<file path="src/include/lfsc_pkg.sv">
// package: constants shared by the fault status capture device and controller ends
package lfsc_pkg;
    localparam int unsigned LFSC_CHANNELS = 16;
    localparam logic [2:0] LFSC_MODE_PATTERN = 3'h5;
    localparam int unsigned LFSC_MODE_SAMPLE_EDGE = 4;
    localparam int unsigned LFSC_DETECT_ZEROS = 3;
    localparam int unsigned LFSC_CLK_MHZ = 50;
    localparam int unsigned LFSC_DETECT_MIN_NS = 2000;
    localparam int unsigned LFSC_DETECT_MIN_CYCLES =
        (LFSC_DETECT_MIN_NS * LFSC_CLK_MHZ + 999) / 1000;
    localparam logic LFSC_MODE_NORMAL = 1'b0;
    localparam logic LFSC_MODE_DETECT = 1'b1;
endpackage : lfsc_pkg

</file>
<file path="src/include/lfsc_if.sv">
// interface: serial and strobe pins between controller and device
`timescale 1ns/1ps
`default_nettype none
interface lfsc_if;
    logic serial_in;
    logic serial_out;
    logic latch_strobe;
    logic output_enable_n;
    modport device (
        input serial_in,
        input latch_strobe,
        input output_enable_n,
        output serial_out
    );
    modport controller (
        output serial_in,
        output latch_strobe,
        output output_enable_n,
        input serial_out
    );
endinterface : lfsc_if
`default_nettype wire

</file>
<file path="src/rtl/lfsc_device.sv">
// device end: mode switching, fault capture, shift register and output latch
// Function
// - oe_n 101 then fourth edge latch picks mode
// - power-on defaults to normal mode
// - detect mode oe_n falling enables sinks, detects
// - controller holds three low samples while enabled
// - last low sample at least 2us after fall
// - last low sample loads fault bits into shifter
// - no shifting while oe_n low in detect
// - detection sequence sampled on rising clock
// - oe_n rising turns sinks off, ends detection
// - after detection shift out captured bits
// - oe_n not low keeps shifting every clock
// - latch strobe pulse copies shifter to latch
`timescale 1ns/1ps
`default_nettype none
module lfsc_device
    import lfsc_pkg::*;
#(
    parameter int unsigned CHANNELS = LFSC_CHANNELS
) (
    input wire logic ref_clk,
    input wire logic rstn,
    input wire logic clk_en,
    lfsc_if.device pins,
    input wire logic [CHANNELS-1:0] fault_status,
    output logic [CHANNELS-1:0] latch_out,
    output logic sinks_on,
    output logic detect_mode,
    output logic capture_done
);
    import lfsc_pkg::*;

    logic [2:0] oe_hist_reg;
    logic [2:0] mode_cnt_reg;
    logic mode_reg;
    logic [1:0] zero_cnt_reg;
    logic [CHANNELS-1:0] shift_reg;
    logic so_reg;
    logic le_reg;
    logic capture;
    logic shift_hold;

    // oe_n sampled history on rising edges; newest in bit 0
    always_ff @(posedge ref_clk) begin
        if (!rstn) begin
            oe_hist_reg <= 3'h7;
        end else if (clk_en) begin
            oe_hist_reg <= {oe_hist_reg[1:0], pins.output_enable_n};
        end
    end

    // pattern seen at edge 3; latch strobe decides at edge 4
    always_ff @(posedge ref_clk) begin
        if (!rstn) begin
            mode_cnt_reg <= 3'h0;
            mode_reg <= LFSC_MODE_NORMAL;
        end else if (clk_en) begin
            if (mode_cnt_reg != 3'h0) begin
                mode_cnt_reg <= 3'h0;
                mode_reg <= pins.latch_strobe;
            end else if ({oe_hist_reg[1:0], pins.output_enable_n} == LFSC_MODE_PATTERN) begin
                mode_cnt_reg <= 3'(LFSC_MODE_SAMPLE_EDGE - 3);
            end
        end
    end

    // shifting holds only while oe_n is low in detect mode
    assign shift_hold = (mode_reg == LFSC_MODE_DETECT) && !pins.output_enable_n;

    // the last low sample is only known once oe_n rises, so every low sample
    // from the third on reloads; the final one leaves its status behind
    always_ff @(posedge ref_clk) begin
        if (!rstn) begin
            zero_cnt_reg <= 2'h0;
        end else if (clk_en) begin
            if (pins.output_enable_n) begin
                zero_cnt_reg <= 2'h0;
            end else if (mode_reg == LFSC_MODE_DETECT) begin
                if (zero_cnt_reg != 2'(LFSC_DETECT_ZEROS - 1)) begin
                    zero_cnt_reg <= zero_cnt_reg + 2'h1;
                end
            end
        end
    end

    // timing of the last low sample is the controller's duty
    assign capture = shift_hold &&
                     (zero_cnt_reg == 2'(LFSC_DETECT_ZEROS - 1));

    always_ff @(posedge ref_clk) begin
        if (!rstn) begin
            shift_reg <= '0;
            so_reg <= 1'b0;
        end else if (clk_en) begin
            if (capture) begin
                shift_reg <= fault_status;
                so_reg <= fault_status[CHANNELS-1];
            end else if (!shift_hold) begin
                shift_reg <= {shift_reg[CHANNELS-2:0], pins.serial_in};
                so_reg <= shift_reg[CHANNELS-2];
            end
        end
    end

    assign pins.serial_out = so_reg;

    // strobe level is reused as a mode select, so only its rising edge latches
    always_ff @(posedge ref_clk) begin
        if (!rstn) begin
            le_reg <= 1'b0;
            latch_out <= '0;
        end else if (clk_en) begin
            le_reg <= pins.latch_strobe;
            if (pins.latch_strobe && !le_reg && mode_cnt_reg == 3'h0) begin
                latch_out <= shift_reg;
            end
        end
    end

    always_ff @(posedge ref_clk) begin
        if (!rstn) begin
            sinks_on <= 1'b0;
            detect_mode <= 1'b0;
            capture_done <= 1'b0;
        end else if (clk_en) begin
            sinks_on <= !pins.output_enable_n;
            detect_mode <= mode_reg;
            capture_done <= capture;
        end
    end
endmodule : lfsc_device
`default_nettype wire

</file>
<file path="src/flat_wrapper.sv">
// flat-port wrapper written by rule: the top's interface ports become plain ports
module lfsc_device_flat import lfsc_pkg::*;
#(
    parameter int unsigned CHANNELS = LFSC_CHANNELS
)
  (ref_clk, rstn, clk_en, fault_status, latch_out, sinks_on, detect_mode, capture_done, pins_serial_in, pins_latch_strobe, pins_output_enable_n, pins_serial_out);
  lfsc_if pins_i ();
  input wire logic ref_clk;
  input wire logic rstn;
  input wire logic clk_en;
  input wire logic [CHANNELS-1:0] fault_status;
  output logic [CHANNELS-1:0] latch_out;
  output logic sinks_on;
  output logic detect_mode;
  output logic capture_done;
  input wire logic [$bits(pins_i.serial_in)-1:0] pins_serial_in;
  input wire logic [$bits(pins_i.latch_strobe)-1:0] pins_latch_strobe;
  input wire logic [$bits(pins_i.output_enable_n)-1:0] pins_output_enable_n;
  output wire logic [$bits(pins_i.serial_out)-1:0] pins_serial_out;
  assign pins_i.serial_in = pins_serial_in;
  assign pins_i.latch_strobe = pins_latch_strobe;
  assign pins_i.output_enable_n = pins_output_enable_n;
  assign pins_serial_out = pins_i.serial_out;
  lfsc_device #(.CHANNELS(CHANNELS)) u_core (.ref_clk(ref_clk), .rstn(rstn), .clk_en(clk_en), .pins(pins_i), .fault_status(fault_status), .latch_out(latch_out), .sinks_on(sinks_on), .detect_mode(detect_mode), .capture_done(capture_done));
endmodule
</file>
<file path="config.mk">
export PLATFORM = sky130hd
export DESIGN_NAME = lfsc_device_flat
export DESIGN_NICKNAME = d
export VERILOG_FILES = /design/src/include/lfsc_pkg.sv /design/src/include/lfsc_if.sv /design/src/rtl/lfsc_device.sv /design/src/flat_wrapper.sv
export SDC_FILE = /design/constraint.sdc
export NUM_CORES = 1
export LEC_CHECK = 0
export ABC_AREA = 1
export BUFFER_PORTS_ARGS = -buffer_cell sky130_fd_sc_hd__buf_2
export CORE_MARGIN = 3
export CORE_UTILIZATION = 58
export DETAILED_ROUTE_END_ITERATION = 10
export PLACE_DENSITY = 0.84
export SLEW_MARGIN = 10
export SYNTH_ARGS = -nofsm -noshare
export SYNTH_HDL_FRONTEND = slang
export SYNTH_SLANG_ARGS = --single-unit
</file>
<file path="constraint.sdc">
create_clock -name ref_clk -period 4.1 [get_ports ref_clk]
set_input_delay 0.82 -clock ref_clk [delete_from_list [all_inputs] [get_ports ref_clk]]
set_output_delay 0.82 -clock ref_clk [all_outputs]
set_load 0.05 [all_outputs]
</file>
==> results of run 1 <==
-- metal layers --
| layer | share of wire | track usage | vias to the layer above | wire, um |
|---|---|---|---|---|
| li1 | - | - | 958 | - |
| met1 | 0.51 | 0.252 | 751 | 1900 |
| met2 | 0.42 | 0.308 | 34 | 1580 |
| met3 | 0.046 | 0.0475 | 7 | 170 |
| met4 | 0.019 | 0.0871 | 0 | 71 |
| met5 | 0 | 0 | - | 0 |
-- cells in the mapped netlist, drive strengths merged --
cell / n
inv: 40
nor2: 84
ha: 1
dfxtp: 42
clkbuf: 3
a31oi: 1
o211ai: 2
nand3: 24
buf: 11
a21oi: 5
o21ai: 19
nand2: 60
-- logic make-up after synthesis --
family	Yosys count	synth area share
adder cells (fa/ha/maj)	1	0.00634
flip-flops	42	0.426
AO/OA/AOI/OAI	27	0.0717
buffers and inverters	54	0.133
AND/OR/NAND/NOR	168	0.363
-- layout make-up --
class,instances,area (um2)
clock buffers,6,41.3
clock inverters,2,13.8
fillers,312,977
inverters,40,150
multi-input cells,196,870
flip-flops and latches,42,841
well taps,44,55.1
repair buffers,41,205
-- worst register-to-register path, stage by stage, from the launching register on --
cell and delay (ns):
dfxtp_1 0.35, inv_1 0.06, ha_1 0.23, inv_1 0.12, nand3_4 0.20, nand2_4 0.24, nand2_1 0.08, nand2_1 0.06
nor2_1 0.05
-- worst paths after layout --
path | cells past startpoint | slack (ns) | to
min | 2 | 0.48 | u_core.detect_mode
min reg2reg | 2 | 0.48 | u_core.detect_mode
max reg2reg | 8 | 2.62 | u_core.shift_reg[11]
max | 1 | 2.27 | pins_serial_out
-- per-stage QoR --
stage,util,hold slack (ns)
after detailed placement,0.673,0.457
after global routing,0.690,0.502
after CTS,0.690,0.483
final,0.690,0.479
after floorplan,-,0.447
after global placement,0.673,0.453
-- where the power goes --
part / switching (uW) / internal (uW)
clock network: 134 / 67.4
logic: 103 / 44.6
registers: 15.6 / 433
total: 253 / 545
-- placed cells by master, fill, tap and decap left out --
cell and instances:
nand2_2 3, clkbuf_1 1, buf_2 41, nor2_2 1, nand2_1 56, clkinv_4 1
nand3_4 3, ha_1 1, clkbuf_4 5, inv_1 38, nand3_1 21, a21oi_1 5
clkinv_2 1, o21ai_0 19, dfxtp_1 42, a31oi_1 1, nor2_1 83, nand2_4 1
inv_2 2, o211ai_1 2
==> impl_summary.txt, run 1 <==
----------------------------------------------------
[Status]
  Outcome ... finished clean

[Clock network]
  Clock insertion delay at the later pin of the skew report ... 0.36 ns
  Post-CTS clock slew at the launch and capture registers of the worst setup and hold paths ... 0.13 ns
  Setup Buffers After CTS ... 0
  Buffer depth of the longest clock path ... 2
  Maximum level of the CTS H-tree ... 2
  Number of buffers created by CTS ... 5
  Resize count post-CTS ... 0
  CTS tree ... built
  Root buffer cell ... clkbuf_4
  Number of clock sinks seen by CTS ... 42
  # hold bufs at CTS ... 0

[STA]
  Unrepaired setup endpoints after global routing ... no
  Setup slack of the critical path after layout ... 2.27 ns
  Count of pins over their slew limit ... 0
  Setup total negative slack ... 0 ns
  Normalized max-slew margin ... 0.602
  Shortest clock period the worst path allows after layout ... 1.83 ns
  Number of hold-slack violations in the final timing report ... 0
  Final Skew ... 0.0147 ns
  Worst slew pin tran ... 0.598 ns
  Final clock period utilization by the worst path ... 0.447
  Max Freq ... 545 MHz
  Total setup violations reported at the end of the flow ... 0

[Place]
  Post-Place Setup Slack ... 2.09 ns
  Placed Cells ... 363
  I/O Buffers ... 41
  Sum of net half-perimeters after detailed placement ... 2600 um
  Placement-stage cell area ... 2120 um2
  Placer's final routability congestion estimate ... 0.776

[Power]
  Ratio of total power to cell area ... 367 nW/um2
  Worst ir drop on vdd ... 0.000268 V
  Standby leakage power ... 0.00113 uW
  Post-route total power ... 798 uW

[Worst setup path]
  WP buf/inv ... 1
  Critical register-to-register path startpoint ... u_core.zero_cnt_reg[0]
  Kind of launch point of the worst setup path ... flip-flop
  Gate family responsible for the most delay along the worst path ... flip-flops
  Slowest library cell on the worst path ... dfxtp_1
  Critical Setup Path Class ... reg2out
  Start point of the critical path ... u_core.pins.serial_out
  Peak fanout along the critical path ... 3
  Category of the worst setup path capture point ... primary output
  Ordered cell list for the critical path ... buf_2
  Data required time at the worst endpoint ... 3.28 ns
  CP peak stage delay ... 0.38 ns
  Endpoint arrival time on the critical path ... 1.01 ns

[Drt]
  Vias after detailed routing ... 1750
  Drc violations ... 0
  Antenna-violating nets left ... 0
  Initial detailed-routing violation count ... 117
  Vias per cell ... 4.72
  Routed wire length ... 3720 um
  Router iterations before antenna repair ... 4
  Routed length per instance ... 10.0 um

[Synthesis]
  Gate Count Post-Synth ... 292
  Ranking of synthesized cells by area ... dfxtp_1 (43%), nor2_1 (16%), nand2_1 (11%), inv_1 (7.2%), nand3_1 (5.3%)
  Largest area contributor in the netlist ... dfxtp_1
  Fraction of synthesized cell area taken by the top area cell type ... 0.426
  Distinct cells, synth ... 19
  Synthesized cell area ... 1970 um2
  Yosys warning count ... 0
  Post-Syn Nets ... 315
  Syn_area_per_cell ... 6.75 um2
  Register bit total from synthesis ... 42
  Register area share after synthesis ... 0.426

[Hold path]
  Min-delay src ... u_core.detect_mode
  HP Class ... reg2reg

[Finish]
  Nets@finish ... 349
  Number of flip-flops under the largest register name ... 16
  Design area ... 2180 um2
  Post-layout instance count excluding filler cells ... 371
  Fraction of final layout cells sized beyond drive strength 1 ... 0.177
  Count of inserted antenna diode cells ... 0
  Post-synthesis to final-layout area growth ... 10.3%

[Die]
  Floorplan die height ... 64.3 um
  Initial cell density of the core ... 0.625
  Die area ... 4140 um2
  Count of pins on the block boundary ... 42
  Core area ... 3150 um2
  Total number of placement rows ... 20
  Chip width ... 64.3 um

[Run]
  Max Cap Viol ... 0

[Global routing]
  Pin count of the biggest net entering global routing ... 41
  Global-route wire length before repair ... 6370 um
  Tot GR Track Use ... 0.195
  Number of antenna violations at the first check in global routing ... 0
  Total global routing overflow ... 0
  Vias in the first global route ... 1482

----------------------------------------------------
Note: power is estimated with default switching activity, not from simulation.
==> run 2, diff against run 1 <==
--- a/config.mk
+++ b/config.mk
@@ -5,12 +5,12 @@
 export SDC_FILE = /design/constraint.sdc
 export NUM_CORES = 1
 export LEC_CHECK = 0
-export ABC_AREA = 1
+export ABC_AREA = 0
 export BUFFER_PORTS_ARGS = -buffer_cell sky130_fd_sc_hd__buf_2
 export CORE_MARGIN = 3
-export CORE_UTILIZATION = 58
+export CORE_UTILIZATION = 47
 export DETAILED_ROUTE_END_ITERATION = 10
-export PLACE_DENSITY = 0.84
+export PLACE_DENSITY = 0.74
 export SLEW_MARGIN = 10
 export SYNTH_ARGS = -nofsm -noshare
 export SYNTH_HDL_FRONTEND = slang
==> constraint.sdc (replaced) <==
create_clock -name ref_clk -period 1.5 [get_ports ref_clk]
set_input_delay 0.3 -clock ref_clk [delete_from_list [all_inputs] [get_ports ref_clk]]
set_output_delay 0.3 -clock ref_clk [all_outputs]
set_load 0.05 [all_outputs]
==> impl_summary.txt, run 2 <==
----------------------------------------------------
[Die]
  Count of pins on the block boundary ... 42
  Core area ... 3520 um2
  Floorplan die height ... 68.0 um
  Initial cell density of the core ... 0.512
  Total number of placement rows ... 21
  Chip width ... 68.0 um
  Die area ... 4620 um2

[STA]
  Final Skew ... 0.00829 ns
  Worst slew pin tran ... 0.398 ns
  Shortest clock period the worst path allows after layout ... 1.43 ns
  Unrepaired setup endpoints after global routing ... no
  Max Freq ... 701 MHz
  Setup slack of the critical path after layout ... 0.0730 ns
  Normalized max-slew margin ... 0.734
  Final clock period utilization by the worst path ... 0.951
  Count of pins over their slew limit ... 0
  Total setup violations reported at the end of the flow ... 0
  Worst hold margin ... 0.253 ns
  Number of hold-slack violations in the final timing report ... 0

[Synthesis]
  Proportion of register bits with asynchronous set or reset after synthesis ... 0
  Synthesized cell area ... 1800 um2
  Largest area contributor in the netlist ... dfxtp_1
  Register bit total from synthesis ... 42
  Distinct cells, synth ... 30
  Ranking of synthesized cells by area ... dfxtp_1 (47%), nand2_1 (12%), a21boi_2 (6.2%), a31oi_1 (5.5%), o21ai_1 (3.9%)
  Post-Syn Nets ... 228
  Syn_area_per_cell ... 8.80 um2
  Top cells by count, synth ... nand2_1 (59), dfxtp_1 (42), a31oi_1 (16), o21ai_1 (14)
  Fraction of synthesized cell area taken by the top area cell type ... 0.466
  Register area share after synthesis ... 0.466
  Number of enable flip-flop cells after synthesis ... 0
  Gate Count Post-Synth ... 205
  Commonest register cell after synthesis ... dfxtp_1
  Yosys warning count ... 0
  Most used standard cell by instance count after synthesis ... nand2_1

[Finish]
  Post-layout instance count excluding filler cells ... 303
  Nets@finish ... 279
  Count of inserted antenna diode cells ... 0
  Commonest non-fill, non-tap cells in the layout ... nand2_1 (59), buf_2 (41), dfxtp_1 (41)
  Design area ... 2260 um2
  Number of flip-flops under the largest register name ... 16
  Post-synthesis to final-layout area growth ... 25.1%
  Fraction of final layout cells sized beyond drive strength 1 ... 0.362
  Most common cell after layout, fill and taps aside ... nand2_1

[Global routing]
  Met3 Usage GRT ... 0.0443
  Vias in the first global route ... 1469
  Met2 track utilization from global routing ... 0.290
  Met1 Use GR ... 0.244
  Busiest layer in global routing ... met2
  Tot GR Track Use ... 0.187
  Pin count of the biggest net entering global routing ... 26
  Global-route wire length before repair ... 6470 um
  Total global routing overflow ... 0
  Number of antenna violations at the first check in global routing ... 0

[Power]
  Combinational Power Share ... 0.114
  Power Internal ... 1760 uW
  Switching power as a share of total power ... 0.252
  Clk pwr share ... 0.381
  Standby leakage power ... 0.000920 uW
  Worst ir drop on vdd ... 0.000774 V
  Sequential Power Share ... 0.506
  P_sw ... 594 uW
  Ratio of total power to cell area ... 1040 nW/um2

[Worst setup path]
  Start point of the critical path ... u_core.zero_cnt_reg[0]
  Register-to-register setup slack ... 0.07 ns
  Cell depth of the worst flop-to-flop path ... 7
  Kind of launch point of the worst setup path ... flip-flop
  Endpoint arrival time on the critical path ... 1.67 ns
  Critical Setup Path Class ... reg2reg
  Peak fanout along the critical path ... 4
  Critical register-to-register path endpoint ... u_core.zero_cnt_reg[1]
  Critical register-to-register path startpoint ... u_core.zero_cnt_reg[0]
  Data required time at the worst endpoint ... 1.75 ns
  Destination of the critical timing path ... u_core.zero_cnt_reg[1]
  Category of the worst setup path capture point ... flip-flop

[Clock network]
  Buffer depth of the longest clock path ... 2
  Number of buffers created by CTS ... 5
  Maximum level of the CTS H-tree ... 2
  Post-CTS clock slew at the launch and capture registers of the worst setup and hold paths ... 0.08 ns
  # hold bufs at CTS ... 0
  CTS tree ... built
  Number of clock sinks seen by CTS ... 42
  Root buffer cell ... clkbuf_8
  Clock insertion delay at the later pin of the skew report ... 0.30 ns

[Hold path]
  Number of instances on the worst hold path ... 3
  HP Class ... in2reg

[Place]
  I/O Buffers ... 41
  Sum of net half-perimeters after detailed placement ... 2540 um
  Post-Place Setup Slack ... -0.444 ns
  Placed Cells ... 289
  Placer's final routability congestion estimate ... 0.808
  Placement-stage cell area ... 2060 um2

[Drt]
  Router iterations before antenna repair ... 4
  Routed wire length ... 3900 um
  Drc violations ... 0
  Initial detailed-routing violation count ... 130
  Antenna-violating nets left ... 0
  Vias after detailed routing ... 1548
  Vias per cell ... 5.11
  Routed length per instance ... 12.9 um

[Run]
  Max Cap Viol ... 0

[Status]
  Outcome ... finished clean

----------------------------------------------------
run 2: changes by cell type in the layout (fill, tap and decap cells not counted), moves of 14 or more:
| cell | before | now |
|---|---|---|
| a31oi_1 | 1 | 16 |
| inv_1 | 38 | 2 |
| o21ai_1 | 0 | 14 |
| nor2_1 | 83 | 0 |
| o21ai_0 | 19 | 4 |
| buf_4 | 0 | 16 |
| nand3_1 | 21 | 2 |
run 2: how the worst min path moves through the flow:
stage                                       from                     end  slack, ns
after floorplan           u_core.zero_cnt_reg[0]  u_core.zero_cnt_reg[0]       0.43
after global routing            fault_status[11]    u_core.shift_reg[11]       0.25
after detailed placement     u_core.latch_out[1]     u_core.latch_out[1]       0.45
final                           fault_status[11]    u_core.shift_reg[11]       0.25
after global placement    u_core.zero_cnt_reg[0]  u_core.zero_cnt_reg[0]       0.44
after CTS                        fault_status[9]     u_core.shift_reg[9]       0.25
run 2: critical path: stages, from the launching register on:
cell and delay [ns]:
dfxtp_2 0.33, inv_1 0.07, ha_4 0.18, nor3b_4 0.29
buf_4 0.17, nand2_1 0.07, o2bb2ai_2 0.15, and2_1 0.12
run 2: repair_timing:
| item | 4_1_cts | 5_1_grt |
|---|---|---|
| hold endpoints to repair | 0 | 0 |
| gates resized for setup | 3 | 5 |
| setup buffers | 0 | 5 |
| gates cloned | 1 | 0 |
| endpoints found under the setup margin | 16 | 18 |
| pin swaps | 0 | 1 |
run 2: layout make-up:
type / instances / area [um2]
repair buffers: 58 / 337
fillers: 324 / 1260
clock buffers: 6 / 72.6
well taps: 46 / 57.6
multi-input cells: 147 / 903
clock inverters: 2 / 37.5
inverters: 2 / 7.51
flip-flops and latches: 42 / 842
run 2: stage by stage:
step,utilization,setup TNS [ns],total power [uW]
finish,0.641,0,2360
global route,0.641,0,2450
CTS,0.624,-0.00477,2360
detailed placement,0.585,-5.91,1470
global placement,0.585,-4.55,1470
floorplan,-,0,1400
run 2: cell families after synthesis:
logic type,Yosys count,share of synthesized area
mux,4,0.0222
fa+ha+maj,1,0.00693
simple gates,85,0.229
buf+inv,17,0.0576
compound gates,56,0.218
flops,42,0.466
run 2: power groups by stage:
stage / Clock, uW / Combinational (uW) / Sequential, uW
2_1_floorplan: 0 / 136 / 1260
3_3_place_gp: 0 / 249 / 1220
3_5_place_dp: 0 / 253 / 1220
4_1_cts: 912 / 260 / 1190
5_1_grt: 955 / 297 / 1200
6_report: 898 / 268 / 1190
run 2: per-layer routing:
metal | wire length (um) | up-vias
met3 | 208 | 9
met4 | 74 | 0
met2 | 1770 | 50
met1 | 1850 | 699
met5 | 0 | -
li1 | - | 790
==> run 3, diff against run 2 <==
--- a/config.mk
+++ b/config.mk
@@ -7,6 +7,7 @@
 export LEC_CHECK = 0
 export ABC_AREA = 0
 export BUFFER_PORTS_ARGS = -buffer_cell sky130_fd_sc_hd__buf_2
+export CORE_ASPECT_RATIO = 1.2
 export CORE_MARGIN = 3
 export CORE_UTILIZATION = 47
 export DETAILED_ROUTE_END_ITERATION = 10
==> impl_summary.txt, run 3 (synthesis results as in run 2) <==
----------------------------------------------------
[Clock network]
  Root buffer cell ... clkbuf_8
  Post-CTS clock slew at the launch and capture registers of the worst setup and hold paths ... 0.07 ns
  Maximum level of the CTS H-tree ... 2
  Number of buffers created by CTS ... 5
  CTS tree ... built
  # hold bufs at CTS ... 0
  Number of clock sinks seen by CTS ... 42
  Buffer depth of the longest clock path ... 2
  Clock insertion delay at the later pin of the skew report ... 0.29 ns

[STA]
  Unrepaired setup endpoints after global routing ... no
  Number of hold-slack violations in the final timing report ... 0
  Max Freq ... 701 MHz
  Final clock period utilization by the worst path ... 0.952
  Normalized max-slew margin ... 0.752
  Final Skew ... 0.00403 ns
  Shortest clock period the worst path allows after layout ... 1.43 ns
  Count of pins over their slew limit ... 0
  Total setup violations reported at the end of the flow ... 0
  Worst slew pin tran ... 0.372 ns
  Setup slack of the critical path after layout ... 0.0727 ns

[Run]
  Max Cap Viol ... 0

[Power]
  Power Internal ... 1590 uW
  Sequential Power Share ... 0.560
  Standby leakage power ... 0.000882 uW
  Ratio of total power to cell area ... 966 nW/um2
  P_sw ... 540 uW
  Switching power as a share of total power ... 0.254
  Worst ir drop on vdd ... 0.000517 V
  Combinational Power Share ... 0.125
  Clk pwr share ... 0.314

[Worst setup path]
  Data required time at the worst endpoint ... 1.71 ns
  Critical Setup Path Class ... reg2reg
  Kind of launch point of the worst setup path ... flip-flop
  Peak fanout along the critical path ... 16
  WP buf/inv ... 3
  Gate family responsible for the most delay along the worst path ... buffers and inverters
  Register-to-register setup slack ... 0.07 ns
  CP peak stage delay ... 0.33 ns
  Endpoint arrival time on the critical path ... 1.64 ns
  Ordered cell list for the critical path ... inv_1, ha_2, nor3b_4, buf_6, nor2b_4, buf_12, a31oi_1
  Category of the worst setup path capture point ... flip-flop
  Slowest library cell on the worst path ... dfxtp_1

[Die]
  Count of pins on the block boundary ... 42
  Floorplan die height ... 73.9 um
  Die area ... 4620 um2
  Core area ... 3660 um2
  Chip width ... 62.6 um
  Total number of placement rows ... 24
  Initial cell density of the core ... 0.492

[Finish]
  Fraction of final layout cells sized beyond drive strength 1 ... 0.339
  Post-synthesis to final-layout area growth ... 22.2%
  Nets@finish ... 274
  Count of inserted antenna diode cells ... 0
  Post-layout instance count excluding filler cells ... 303
  Commonest non-fill, non-tap cells in the layout ... nand2_1 (59), dfxtp_1 (42), buf_2 (41)
  Number of flip-flops under the largest register name ... 16
  Most common cell after layout, fill and taps aside ... nand2_1

[Drt]
  Initial detailed-routing violation count ... 82
  Drc violations ... 0
  Routed wire length ... 3720 um
  Vias after detailed routing ... 1501
  Vias per cell ... 4.95
  Router iterations before antenna repair ... 4
  Antenna-violating nets left ... 0
  Routed length per instance ... 12.3 um

[Hold path]
  HP Class ... in2reg

[Global routing]
  Number of antenna violations at the first check in global routing ... 0
  Tot GR Track Use ... 0.171
  Global-route wire length before repair ... 6240 um
  Vias in the first global route ... 1443
  Pin count of the biggest net entering global routing ... 21
  Total global routing overflow ... 0

[Place]
  Post-Place Setup Slack ... -0.381 ns
  Placer's final routability congestion estimate ... 0.778
  Sum of net half-perimeters after detailed placement ... 2520 um
  I/O Buffers ... 41
  Placed Cells ... 293

[Status]
  Outcome ... finished clean

----------------------------------------------------
[run 3: metrics by stage]
stage | power, uW | hold slack, ns | utilization | setup TNS [ns] | area (um2)
6_report | 2130 | 0.271 | 0.602 | 0 | 2200
5_1_grt | 2240 | 0.262 | 0.602 | 0 | 2200
4_1_cts | 2150 | 0.258 | 0.592 | -0.00305 | 2170
3_5_place_dp | 1470 | 0.442 | 0.564 | -5.19 | 2070
3_3_place_gp | 1470 | 0.440 | 0.564 | -3.80 | 2070
2_1_floorplan | 1400 | 0.431 | - | 0 | 1800
[run 3: worst min-delay path: cells and delay by family]
family / cells / cell delay [ns]
buffers and inverters: 1 / 0.10
AO/OA/AOI/OAI: 1 / 0.07
AND/OR/NAND/NOR: 1 / 0.04
[run 3: worst paths after layout]
kind / depth (start not counted) / startpoint / to
worst min register to register: 2 / u_core.latch_out[1] / u_core.latch_out[1]
worst max register to register: 7 / u_core.zero_cnt_reg[0] / u_core.shift_reg[6]
worst max-delay path: 7 / u_core.zero_cnt_reg[0] / u_core.shift_reg[6]
worst min-delay path: 3 / fault_status[1] / u_core.shift_reg[1]
[run 3: what timing repair did]
action,in CTS,in global routing
pin swaps,0,1
endpoints found under the setup margin,17,18
gates resized for setup,4,3
buffers inserted,0,2
cloned,1,0
[run 3: cell type report]
cell class                 instances  area [um2]
fill                             353        1460
tap                               52        65.1
inverter                           2        7.51
timing repair buffer              53         324
multi-input combinational        147         891
clock buffer                       7        76.3
sequential                        42         841
[run 3: routing by layer]
metal | part of all wire | vias up | global-route usage | wire [um]
li1 | - | 780 | - | -
met1 | 0.45 | 682 | 0.189 | 1670
met2 | 0.49 | 34 | 0.313 | 1820
met3 | 0.045 | 5 | 0.0474 | 168
met4 | 0.015 | 0 | 0.0662 | 55
met5 | 0 | - | 0 | 0
[run 3: power by group through the flow]
| stage | combinational [uW] | sequential (uW) | clock, uW |
|---|---|---|---|
| 6_report | 267 | 1190 | 669 |
| 5_1_grt | 290 | 1200 | 752 |
| 4_1_cts | 262 | 1190 | 700 |
| 3_5_place_dp | 255 | 1220 | 0 |
| 3_3_place_gp | 251 | 1220 | 0 |
| 2_1_floorplan | 136 | 1260 | 0 |
